$ cat src/shared/failsafe_out_defines.svh
// Offsets, field positions, reset values and timing counts of the failsafe block.
`ifndef FAILSAFE_OUT_DEFINES_SVH
`define FAILSAFE_OUT_DEFINES_SVH

`define ADDR_CTRL        8'h00
`define ADDR_SAFE_SEL    8'h04
`define ADDR_SRC0        8'h08
`define ADDR_SRC1        8'h0C
`define ADDR_SRC2        8'h10
`define ADDR_SRC3        8'h14
`define ADDR_RETRACT     8'h18
`define ADDR_OUT_STATUS  8'h1C
`define ADDR_RB_STATUS   8'h20
`define ADDR_STOP_STATUS 8'h24

`define CTRL_RESPONSE    0
`define CTRL_EXT_REL     1
`define CTRL_ESR_ACT     2
`define CTRL_ESR_EN      3
`define CTRL_SRC_VALID   4
`define CTRL_FAULT_ACK   5

`define STAT_RETRACT_BIT 14
`define RETRACT_MAX_MS   800
`define CLK_KHZ          10000
`define RETRACT_MAX_CYC  (`RETRACT_MAX_MS * `CLK_KHZ)
`define SRC_RESET        32'h0000_0000

`endif

$ cat src/shared/failsafe_out_pkg.sv
// Types shared by the failsafe output block.
package failsafe_out_pkg;
    typedef enum logic [1:0] {STOP_NONE, STOP_IMMEDIATE, STOP_RAMPED,
                              STOP_RETRACT} stop_e;
    typedef enum {RUN, RETRACT_WAIT, TORQUE_OFF, RAMP, FAULT} fail_state_e;
    // Source code: bits [5:4] group, bits [3:0] signal index, 8'hFF unused.
    typedef logic [7:0] src_sel_t;
endpackage : failsafe_out_pkg

$ cat src/rtl/failsafe_out.sv
// Failsafe outputs and communication-fault stop response.
//
// Chosen here: the register offsets and register access over AXI4-Lite.
`include "failsafe_out_defines.svh"
module failsafe_out
    import failsafe_out_pkg::*;
#(
    parameter int unsigned RETRACT_MAX_CYCLES = `RETRACT_MAX_CYC
)
(
    // Clock and reset
    input  wire logic        ref_clk,
    input  wire logic        rst,
    // Per-drive safety signals, 4 groups x 4 drives x 16 signals
    input  wire logic [15:0] driveSig [4][4],
    input  wire logic [3:0]  driveMember [4],
    // Failure and link-status inputs from link monitors, fault acknowledge (pins)
    input  wire logic        fieldbusFail,
    input  wire logic        controllerStopped,
    input  wire logic        moduleLinkFail,
    input  wire logic        motionLinkOk,
    input  wire logic        eventAckIn,
    // Output switching stages and readback pins
    output logic [3:0]       outPos,
    output logic [3:0]       outGnd,
    input  wire logic [3:0]  readbackIn,
    // Stop response
    output logic             torqueOff,
    output logic             rampStop,
    output logic [15:0]      extendedSafetyStatus,
    // AXI4-Lite slave
    input  wire logic [7:0]  s_axi_awaddr,
    input  wire logic        s_axi_awvalid,
    output logic             s_axi_awready,
    input  wire logic [31:0] s_axi_wdata,
    input  wire logic [3:0]  s_axi_wstrb,
    input  wire logic        s_axi_wvalid,
    output logic             s_axi_wready,
    output logic [1:0]       s_axi_bresp,
    output logic             s_axi_bvalid,
    input  wire logic        s_axi_bready,
    input  wire logic [7:0]  s_axi_araddr,
    input  wire logic        s_axi_arvalid,
    output logic             s_axi_arready,
    output logic [31:0]      s_axi_rdata,
    output logic [1:0]       s_axi_rresp,
    output logic             s_axi_rvalid,
    input  wire logic        s_axi_rready
);
    localparam int unsigned CLK_KHZ = `CLK_KHZ;

    // Pin synchronisers.
    logic [3:0] pinMeta_r, pinSync_r, rbMeta_r, rbSync_r;
    always_ff @(posedge ref_clk or posedge rst)
    begin
        if (rst)
        begin
            pinMeta_r <= 4'h0;
            pinSync_r <= 4'h0;
            rbMeta_r  <= 4'h0;
            rbSync_r  <= 4'h0;
        end
        else
        begin
            pinMeta_r <= {eventAckIn, moduleLinkFail, controllerStopped,
                          fieldbusFail};
            pinSync_r <= pinMeta_r;
            rbMeta_r  <= readbackIn;
            rbSync_r  <= rbMeta_r;
        end
    end

    // Registers.
    logic [31:0] ctrl_r, safeSel_r, retract_r;
    logic [31:0] src_r [4];
    logic        commFault_r, ackPrev_r;
    fail_state_e state_r, state_nxt;
    logic [31:0] cnt_r, cnt_nxt;
    logic [3:0]  outStat_r;

    // Signal index 7 is the group safe state; 0..6 feed it.
    function automatic logic pick(input logic [15:0] grp [4],
                                  input src_sel_t sel);
        if (sel == 8'hFF)
            return 1'b1;
        return grp[sel[5:4]][sel[3:0]];
    endfunction : pick

    logic [15:0] grpSig [4];
    always_comb
    begin
        for (int g = 0; g < 4; g++)
        begin
            logic [15:0] acc;
            acc = 16'hFFFF;
            for (int d = 0; d < 4; d++)
                if (driveMember[g][d])
                    acc = acc & driveSig[g][d];
            acc[7] = |(acc[6:0] & safeSel_r[g*8 +: 7]);
            grpSig[g] = acc;
        end
    end

    logic [3:0] outVal;
    always_comb
    begin
        for (int o = 0; o < 4; o++)
        begin
            outVal[o] = ctrl_r[`CTRL_SRC_VALID];
            for (int k = 0; k < 4; k++)
                outVal[o] = outVal[o] & pick(grpSig, src_r[o][k*8 +: 8]);
        end
    end

    always_ff @(posedge ref_clk or posedge rst)
    begin
        if (rst)
            outStat_r <= 4'h0;
        else
            outStat_r <= outVal;
    end
    assign outPos = outStat_r;
    assign outGnd = outStat_r;

    // Communication fault and its response.
    logic commFail;
    assign commFail = pinSync_r[0] | pinSync_r[1] | pinSync_r[2];
    logic ackFall;
    assign ackFall = ackPrev_r & ~pinSync_r[3];

    logic [31:0] retractCyc;
    always_comb
    begin
        logic [31:0] ms;
        ms = (retract_r > `RETRACT_MAX_MS) ? `RETRACT_MAX_MS : retract_r;
        retractCyc = ms * CLK_KHZ;
        if (retractCyc > RETRACT_MAX_CYCLES)
            retractCyc = RETRACT_MAX_CYCLES;
    end

    logic escEn, rampOk;
    assign escEn  = ctrl_r[`CTRL_ESR_ACT] & ctrl_r[`CTRL_ESR_EN];
    assign rampOk = ctrl_r[`CTRL_RESPONSE] & ctrl_r[`CTRL_EXT_REL];

    always_comb
    begin
        state_nxt = state_r;
        cnt_nxt   = cnt_r;
        case (state_r)
            RUN:
                if (commFail)
                begin
                    cnt_nxt = 32'h0;
                    if (escEn)
                        state_nxt = RETRACT_WAIT;
                    else if (rampOk)
                        state_nxt = RAMP;
                    else
                        state_nxt = TORQUE_OFF;
                end
            RETRACT_WAIT:
                if (cnt_r + 32'h1 >= retractCyc)
                    state_nxt = TORQUE_OFF;
                else
                    cnt_nxt = cnt_r + 32'h1;
            TORQUE_OFF, RAMP:
                state_nxt = FAULT;
            FAULT:
                state_nxt = FAULT;
            default:
                state_nxt = TORQUE_OFF;
        endcase
        // ack falling edge while confirm bit is set and no comm failure releases the fault.
        if (state_r == FAULT && !commFail && ackFall && ctrl_r[`CTRL_FAULT_ACK])
            state_nxt = RUN;
    end

    logic stoSticky_r, rampSticky_r;
    always_ff @(posedge ref_clk or posedge rst)
    begin
        if (rst)
        begin
            state_r      <= RUN;
            cnt_r        <= 32'h0;
            commFault_r  <= 1'b0;
            ackPrev_r    <= 1'b0;
            stoSticky_r  <= 1'b0;
            rampSticky_r <= 1'b0;
        end
        else
        begin
            state_r     <= state_nxt;
            cnt_r       <= cnt_nxt;
            commFault_r <= commFail;
            ackPrev_r   <= pinSync_r[3];
            if (state_nxt == RUN)
            begin
                stoSticky_r  <= 1'b0;
                rampSticky_r <= 1'b0;
            end
            else
            begin
                if (state_nxt == TORQUE_OFF)
                    stoSticky_r <= 1'b1;
                if (state_nxt == RAMP)
                    rampSticky_r <= 1'b1;
            end
        end
    end
    assign torqueOff = stoSticky_r;
    assign rampStop  = rampSticky_r;
    always_comb
    begin
        extendedSafetyStatus = 16'h0;
        extendedSafetyStatus[`STAT_RETRACT_BIT] =
            (state_r == RETRACT_WAIT) & motionLinkOk;
    end

    // AXI4-Lite slave; single-word registers, write when both channels seen.
    logic        awHeld_r, wHeld_r;
    logic [7:0]  awAddr_r;
    logic [31:0] wData_r;
    logic [3:0]  wStrb_r;
    assign s_axi_awready = ~awHeld_r & ~s_axi_bvalid;
    assign s_axi_wready  = ~wHeld_r & ~s_axi_bvalid;
    assign s_axi_bresp   = 2'h0;
    assign s_axi_rresp   = 2'h0;
    assign s_axi_arready = ~s_axi_rvalid;

    function automatic logic [31:0] merge(input logic [31:0] old,
                                         input logic [31:0] d,
                                         input logic [3:0] s);
        for (int b = 0; b < 4; b++)
            if (s[b])
                old[b*8 +: 8] = d[b*8 +: 8];
        return old;
    endfunction : merge

    always_ff @(posedge ref_clk or posedge rst)
    begin
        if (rst)
        begin
            awHeld_r     <= 1'b0;
            wHeld_r      <= 1'b0;
            awAddr_r     <= 8'h00;
            wData_r      <= 32'h0;
            wStrb_r      <= 4'h0;
            s_axi_bvalid <= 1'b0;
            s_axi_rvalid <= 1'b0;
            s_axi_rdata  <= 32'h0;
            ctrl_r       <= 32'h0;
            safeSel_r    <= 32'h0;
            retract_r    <= 32'h0;
            for (int i = 0; i < 4; i++)
                src_r[i] <= `SRC_RESET;
        end
        else
        begin
            if (s_axi_awvalid && s_axi_awready)
            begin
                awHeld_r <= 1'b1;
                awAddr_r <= s_axi_awaddr;
            end
            if (s_axi_wvalid && s_axi_wready)
            begin
                wHeld_r <= 1'b1;
                wData_r <= s_axi_wdata;
                wStrb_r <= s_axi_wstrb;
            end
            if (awHeld_r && wHeld_r)
            begin
                awHeld_r     <= 1'b0;
                wHeld_r      <= 1'b0;
                s_axi_bvalid <= 1'b1;
                case (awAddr_r)
                    `ADDR_CTRL:     ctrl_r    <= merge(ctrl_r, wData_r, wStrb_r);
                    `ADDR_SAFE_SEL: safeSel_r <= merge(safeSel_r, wData_r,
                                                       wStrb_r);
                    `ADDR_SRC0:     src_r[0]  <= merge(src_r[0], wData_r, wStrb_r);
                    `ADDR_SRC1:     src_r[1]  <= merge(src_r[1], wData_r, wStrb_r);
                    `ADDR_SRC2:     src_r[2]  <= merge(src_r[2], wData_r, wStrb_r);
                    `ADDR_SRC3:     src_r[3]  <= merge(src_r[3], wData_r, wStrb_r);
                    `ADDR_RETRACT:  retract_r <= merge(retract_r, wData_r,
                                                       wStrb_r);
                    default:        ;
                endcase
            end
            else if (s_axi_bvalid && s_axi_bready)
                s_axi_bvalid <= 1'b0;
            if (s_axi_arvalid && s_axi_arready)
            begin
                s_axi_rvalid <= 1'b1;
                case (s_axi_araddr)
                    `ADDR_CTRL:        s_axi_rdata <= ctrl_r;
                    `ADDR_SAFE_SEL:    s_axi_rdata <= safeSel_r;
                    `ADDR_SRC0:        s_axi_rdata <= src_r[0];
                    `ADDR_SRC1:        s_axi_rdata <= src_r[1];
                    `ADDR_SRC2:        s_axi_rdata <= src_r[2];
                    `ADDR_SRC3:        s_axi_rdata <= src_r[3];
                    `ADDR_RETRACT:     s_axi_rdata <= retract_r;
                    `ADDR_OUT_STATUS:  s_axi_rdata <= {28'h0, outStat_r};
                    `ADDR_RB_STATUS:   s_axi_rdata <= {28'h0, rbSync_r};
                    `ADDR_STOP_STATUS: s_axi_rdata <= {29'h0, stoSticky_r,
                                                       rampSticky_r,
                                                       commFault_r};
                    default:           s_axi_rdata <= 32'h0;
                endcase
            end
            else if (s_axi_rvalid && s_axi_rready)
                s_axi_rvalid <= 1'b0;
        end
    end
endmodule : failsafe_out

$ cat config.mk
export PLATFORM = sky130hd
export DESIGN_NAME = failsafe_out
export DESIGN_NICKNAME = d
export VERILOG_FILES = /design/src/shared/failsafe_out_pkg.sv /design/src/rtl/failsafe_out.sv
export VERILOG_INCLUDE_DIRS = /design/src /design/src/shared
export SDC_FILE = /design/constraint.sdc
export NUM_CORES = 2
export LEC_CHECK = 0
export ABC_CLOCK_PERIOD_IN_PS = 15710
export BUFFER_PORTS_ARGS = -buffer_cell sky130_fd_sc_hd__buf_2
export CAP_MARGIN = 0
export CORE_UTILIZATION = 35
export DETAILED_ROUTE_END_ITERATION = 8
export GPL_TIMING_DRIVEN = 0
export REMOVE_ABC_BUFFERS = 1
export SYNTH_ARGS = -nofsm -noshare
export SYNTH_HDL_FRONTEND = slang
export SYNTH_SLANG_ARGS = --single-unit
$ cat constraint.sdc
create_clock -name ref_clk -period 15.71 [get_ports ref_clk]
set_input_delay 3.142 -clock ref_clk [delete_from_list [all_inputs] [get_ports ref_clk]]
set_output_delay 3.142 -clock ref_clk [all_outputs]
set_load 0.02 [all_outputs]
# --- Yosys cells after proc, flatten, opt, wreduce, memory -nomap -nowiden ---
# Index checks and enable logic that the tools add are counted.
totals:
  register_bits: 392
  input_bits: 340
  out_inout_bits: 67
  elab_cells: 409
classes:
  add_sub_neg: 1
  n_mul: 1
  order_cmp: 35
  eq_ne: 41
  mux: 168
  bitwise: 61
  n_reduce_logical: 55
ops:
  columns: ["op", "n"]
  rows:
  - ["16-bit two-way mux", 48]
  - ["16-bit binary-select mux with 2-bit select", 16]
  - ["32-bit one-hot mux with 10 select lines", 1]
  - ["32-bit two-way mux", 7]
  - ["16-bit AND", 12]
  - ["8-bit == test, second input constant", 16]
  - ["32-bit by 2-bit == test with 1-bit output, second input constant", 3]
  - ["32-bit by 3-bit == test with 1-bit output, second input constant", 3]
  - ["32-bit one-hot mux with 3 select lines", 1]
  - ["3-bit AND reduction", 29]
  - ["4-bit by 5-bit < comparator with 1-bit output, second input constant", 16]
  - ["1-bit two-way mux", 77]
  - ["1-bit binary-select mux with 4-bit select", 16]
  - ["32-bit zero test", 2]
  - ["32-bit one-hot mux with 2 select lines", 1]
  - ["8-bit by 5-bit == test with 1-bit output, second input constant", 7]
  - ["3-bit greater-or-equal comparator, second input constant", 16]
  - ["2-bit inverter with 3-bit output", 16]
  - ["32-bit by 1-bit adder with 32-bit output, second input constant", 1]
  - ["32-bit by 1-bit == test with 1-bit output, second input constant", 1]
  - ["32-bit by 4-bit == test with 1-bit output, second input constant", 1]
  - ["8-bit by 4-bit == test with 1-bit output, second input constant", 4]
  - ["32-bit greater-or-equal comparator", 1]
  - ["32-bit by 10-bit > comparator with 1-bit output, second input constant", 1]
  - ["other kinds (16)", 66]

# --- Logic depth before layout (Yosys ltp) ---
logic_depth:
  word_depth: 19
  mapped_depth: 40
  depth_no_buf: 36

# --- Worst setup path after synthesis ---
# No wires, ideal clock.
synth_path:
  kind: "reg-to-reg"
  startpoint: "reg retract_r[29]"
  endpoint: "reg cnt_r[3]"
  setup_time_ns: 0.133
  arrival_ns: 8.512
  required_ns: 15.577
  path_slack_ns: 7.065
  stages_incl_launch_ff: 37
  path_cell_list: "dfrtp_1 or4_1 nor4_1 nor2b_1 clkbuf_1 and2_1 inv_1 fa_1 inv_1 ha_1 fa_1 ha_1 inv_1 fa_1 inv_1 ha_1 o21ai_0 or2_2 o221ai_1 a41o_1 xor2_1 nand4_1 o21ba_2 or4_1 buf_2 nor4b_1 ha_1 and4_1 a221oi_1 o21ai_0 o21ai_0 nand4_1 and2_0 clkbuf_1 clkbuf_1 o21ai_0 o31ai_1"
synth_between:
  elab_chain_len: 8
synth_lines:
  columns: ["item", "line", "text"]
  rows:
  - ["start, declared", "failsafe_out.sv:74", "logic [31:0] ctrl_r, safeSel_r, retract_r;"]
  - ["start signal, assigned", "failsafe_out.sv:283", "`ADDR_RETRACT: retract_r <= merge(retract_r, wData_r,"]
  - ["32-bit by 10-bit > comparator with 1-bit output (no source line) (*)", null, null]
  - ["32-bit two-way mux (*)", "failsafe_out.sv:135", "ms = (retract_r > `RETRACT_MAX_MS) ? `RETRACT_MAX_MS : retract_r;"]
  - ["32-bit by 10-bit multiplier with 28-bit output (*)", "failsafe_out.sv:136", "retractCyc = ms * CLK_KHZ;"]
  - ["32-bit by 23-bit > comparator with 1-bit output", "failsafe_out.sv:137", "if (retractCyc > RETRACT_MAX_CYCLES)"]
  - ["32-bit two-way mux (*)", "failsafe_out.sv:137", null]
  - ["32-bit greater-or-equal comparator (*)", "failsafe_out.sv:162", "if (cnt_r + 32'h1 >= retractCyc)"]
  - ["2-bit inequality test (no source line) (*)", null, null]
  - ["3-bit AND reduction (no source line) (*)", null, null]
  - ["end signal, assigned", "failsafe_out.sv:193", "cnt_r <= cnt_nxt;"]
  - ["end, declared", "failsafe_out.sv:78", "logic [31:0] cnt_r, cnt_nxt;"]
# Mark *: on every way between the ends. The rest lies on a longest branch, timed or not.
# A chain may end at the register's enable or synchronous reset.

# --- Worst setup path after layout ---
layout_path:
  startpoint: "reg retract_r[25]"
  endpoint: "reg cnt_r[22]"
layout_between:
  elab_chain_len: 8
layout_lines:
  columns: ["item", "line"]
  rows:
  - ["32-bit by 10-bit > comparator with 1-bit output (no source line)", null]
  - ["32-bit two-way mux (*)", "failsafe_out.sv:135"]
  - ["32-bit by 10-bit multiplier with 28-bit output (*)", "failsafe_out.sv:136"]
  - ["32-bit by 23-bit > comparator with 1-bit output", "failsafe_out.sv:137"]
  - ["32-bit two-way mux (*)", "failsafe_out.sv:137"]
  - ["32-bit greater-or-equal comparator (*)", "failsafe_out.sv:162"]
  - ["2-bit inequality test (no source line) (*)", null]
  - ["3-bit AND reduction (no source line) (*)", null]
# Marked as above.

==> metrics.md <==
| Metric | Value |
|---|---|
| Drt first pass iters | 9 |
| Cell row count | 110 |
| Hold-critical path depth | 0 |
| Max-slew violation count | 0 |
| Final #Nets | roughly 3800 |
| Reg2Reg Depth | 36 |
| CP arrival | about 12000 ps |
| Reg2Reg Launch Point | retract_r[25] |
| Post-synth EDFFs | 0 |
| Placed wire-length estimate | 93.3 mm |
| Leak pwr | 16.3 nW |
| Max Fclk | 89.8 MHz |
| Slowest CP cell | nor4_2 |
| Max VDD drop | 257 uV |
| Library cells used by synthesis | 87 |
| CTS tree | done |
| Post-CTS sizing | 0 |
| Top Ports | about 400 |
| Worst endpoint required time | roughly 16000 ps |
| Initial core utilization | 0.354 |
| CP dominant cell by count | o21ai_0 |
| Initial antenna violation count | 13 |
| Crit path launch type | flip-flop |
| Final setup fails | 0 |
| Vias per cell | around 6.2 |
| Number of global-route vias before repair | 27400 |
| Die width | approximately 300 um |
| Top cell type's share of synthesized area | 0.307 |
| Avg Synthesized Cell Area | 10.7 um^2 |
| Share of layout cells above drive strength 1 | 0.313 |
| Post-route cell area | 37300 um^2 |
| Reg2reg end | cnt_r[22] |
| Total gr overflow | 0 |
| CTS Hold Bufs | 0 |
| Worst-path fanout max | 21 |
| Endpoints failing hold | 0 |
| Post-CTS setup repair buffer count | 0 |
| Synth area leader | dfrtp_1 |
| Total CTS buffers | 46 |
| Pwr Total | 5.48 mW |
| Max-Cap Viols | 0 |
| Outcome | finished clean |
| Yosys warns | 0 |
| Hold Path Class | flip-flop to flip-flop |
| Worst slew pin tran | between 1000 and 1500 ps |
| Predominant post-synthesis flop cell | dfrtp_1 |
| RSZ-0062 raised after global routing | no |
| First-pass GRT wire length | 187 mm |
| Ys async rst share | 1.00 |
| DP Area | 35700 um^2 |
| Drt drc | 0 |
| Die H | just over 300 um |
| Post-synth design cell area | approximately 32000 um^2 |
| CTS H-tree depth | 2 |
| DR iter-0 viols | 4026 |
| Power per cell area | ~150 nW/um^2 |
| Crit. End Element | flip-flop |
| Worst clock skew | 17.6 ps |
| CTS Buffer Depth | 3 |
| Average wire per standard cell | 28.2 um |
| FF+latch count, synth | 392 |
| CP Class | flip-flop to flip-flop |
| Root Driver | clkbuf_16 |
| Clk pin slew, worst setup/hold paths | 60 ps |
| Core area | between 90000 and 100000 um^2 |
| Post-Route WL | 128 mm |
| Vias | 28300 |
| Port bufs | 371 |
| Final ANT Viol Nets | 0 |
| Largest net degree at the start of global routing | 125 |
| Worst hold start | pinMeta_r[0] |
| WHS Endpoint | pinSync_r[0] |
| Max-slew headroom at the worst pin | 0.0188 |
| Worst skew pair latency | 600 ps |
| Min Tclk post-route | 11140 ps |
| Fin Hold WS | 349 ps |
| Final Cycle Share | 0.709 |
| R2R setup slack | around 4600 ps |
| Layout area overhead | 17.0% |
| Fin util | 0.414 |
| Synth area leaders | dfrtp_1 (31%), mux4_2 (15%), mux2_2 (9.3%) |
| Largest stage delay on the critical path | 830 ps |
| Die ar. | 92400 um^2 |
| GPL Wtd Cong | 0.978 |
| Seq/Total Area, Yosys | 0.307 |
| Gr usage total | 0.271 |
| Clk sink count | 392 |
| Post-Synthesis Cells | about 3000 |
## through the flow
stage | TNS, ps | setup slack [ps] | std cells
3_3_place_gp | -1235290 | -3200 | 4389
2_1_floorplan | 0 | 1670 | 2842
6_report | 0 | 4570 | 4536
4_1_cts | 0 | 4560 | 4526
5_1_grt | 0 | 3580 | 4529
3_5_place_dp | 0 | 4610 | 4444
## critical path: cells and delay by family (launching register included)
| family | cells | cell delay [ps] |
|---|---|---|
| AND/OR/NAND/NOR | 11 | 4340 |
| adder cells (fa/ha/maj) | 7 | 2730 |
| AO/OA/AOI/OAI | 11 | 2530 |
| buffers and inverters | 6 | 850 |
| flip-flops | 1 | 410 |
| XOR/XNOR | 1 | 100 |
## flip-flops by register name, summed over array words and instances (netlist names), 8 cells and up
name         flops
ctrl_r          32
cnt_r           32
src_r          128
retract_r       32
awAddr_r         8
s_axi_rdata     32
wData_r         32
safeSel_r       32
state_r         32
## power by group
group	internal [mW]	switching, mW
logic	1.33	1.62
registers	1.13	0.298
clock network	0.665	0.446
total	3.12	2.36
## cells in the final DEF, fill, tap and decap left out, types with 34 or more instances in the layout
cell	n
a22oi_1	73
fa_1	58
buf_2	371
mux4_2	214
mux2i_1	78
nor2_1	136
ha_1	100
a22o_1	38
a21oi_1	59
mux2_2	263
nand4_1	47
conb_1	118
inv_1	146
nor2b_1	67
nand2b_1	186
clkbuf_16	46
a222oi_1	34
nand3_1	77
o21ai_0	81
nand2_1	131
dfrtp_1	392
## cells in the mapped netlist (all sizes together), types with 9 or more instances
| library cell | instances |
|---|---|
| a211oi | 30 |
| a21o | 27 |
| a21oi | 59 |
| a221oi | 10 |
| a222oi | 34 |
| a22o | 38 |
| a22oi | 73 |
| a31oi | 17 |
| and2 | 15 |
| and3 | 26 |
| and4 | 12 |
| buf | 56 |
| clkbuf | 211 |
| dfrtp | 392 |
| fa | 58 |
| ha | 100 |
| inv | 150 |
| mux2 | 274 |
| mux2i | 78 |
| mux4 | 214 |
| nand2 | 132 |
| nand2b | 186 |
| nand3 | 77 |
| nand3b | 11 |
| nand4 | 47 |
| nor2 | 144 |
| nor2b | 67 |
| nor3 | 28 |
| nor3b | 18 |
| nor4 | 37 |
| nor4b | 10 |
| o2111a | 17 |
| o2111ai | 35 |
| o211ai | 11 |
| o21ai | 86 |
| o22ai | 16 |
| o31ai | 16 |
| o32ai | 9 |
| o41ai | 9 |
| or4 | 18 |
| xnor2 | 28 |
| xor2 | 23 |
## how the worst max path moves through the flow
stage	from	endpoint	slack (ps)
after floorplan	rst	ackPrev_r	1670
after detailed placement	retract_r[25]	cnt_r[3]	4610
after global placement	rst	s_axi_rdata[26]	-3200
final	retract_r[25]	cnt_r[22]	4570
after global routing	retract_r[26]	cnt_r[19]	3580
after CTS	retract_r[25]	cnt_r[28]	4560
## layout make-up
| class | instances | area [um^2] |
|---|---|---|
| fill | 8798 | 52800 |
| multi-input combinational | 2299 | 21200 |
| sequential | 392 | 9810 |
| timing repair buffer | 426 | 2690 |
| tap | 1176 | 1470 |
| clock buffer | 68 | 1350 |
| inverter | 151 | 574 |
| clock inverter | 14 | 219 |
| antenna | 10 | 25.0 |
## cell families (layout without fill, tap and decap cells)
family	Yosys count	after routing	synth area share
AOI/OAI and AO/OA	555	555	0.131
other	2	128	0.000235
DFF	392	392	0.307
and+or+nand+nor	851	851	0.147
adders and majority gates	158	158	0.0756
xor gates and xnor gates	51	51	0.0140
muxes	566	566	0.272
buffers and inverters	418	659	0.0526
## metal layers
| metal | global-route usage | up-vias | share of wire |
|---|---|---|---|
| li1 | - | 11900 | - |
| met3 | 0.0861 | 419 | 0.13 |
| met5 | 0.00207 | - | 0.00095 |
| met4 | 0.0964 | 4 | 0.041 |
| met1 | 0.379 | 14000 | 0.41 |
| met2 | 0.393 | 1914 | 0.42 |
Power figures use the tool's default switching activity.
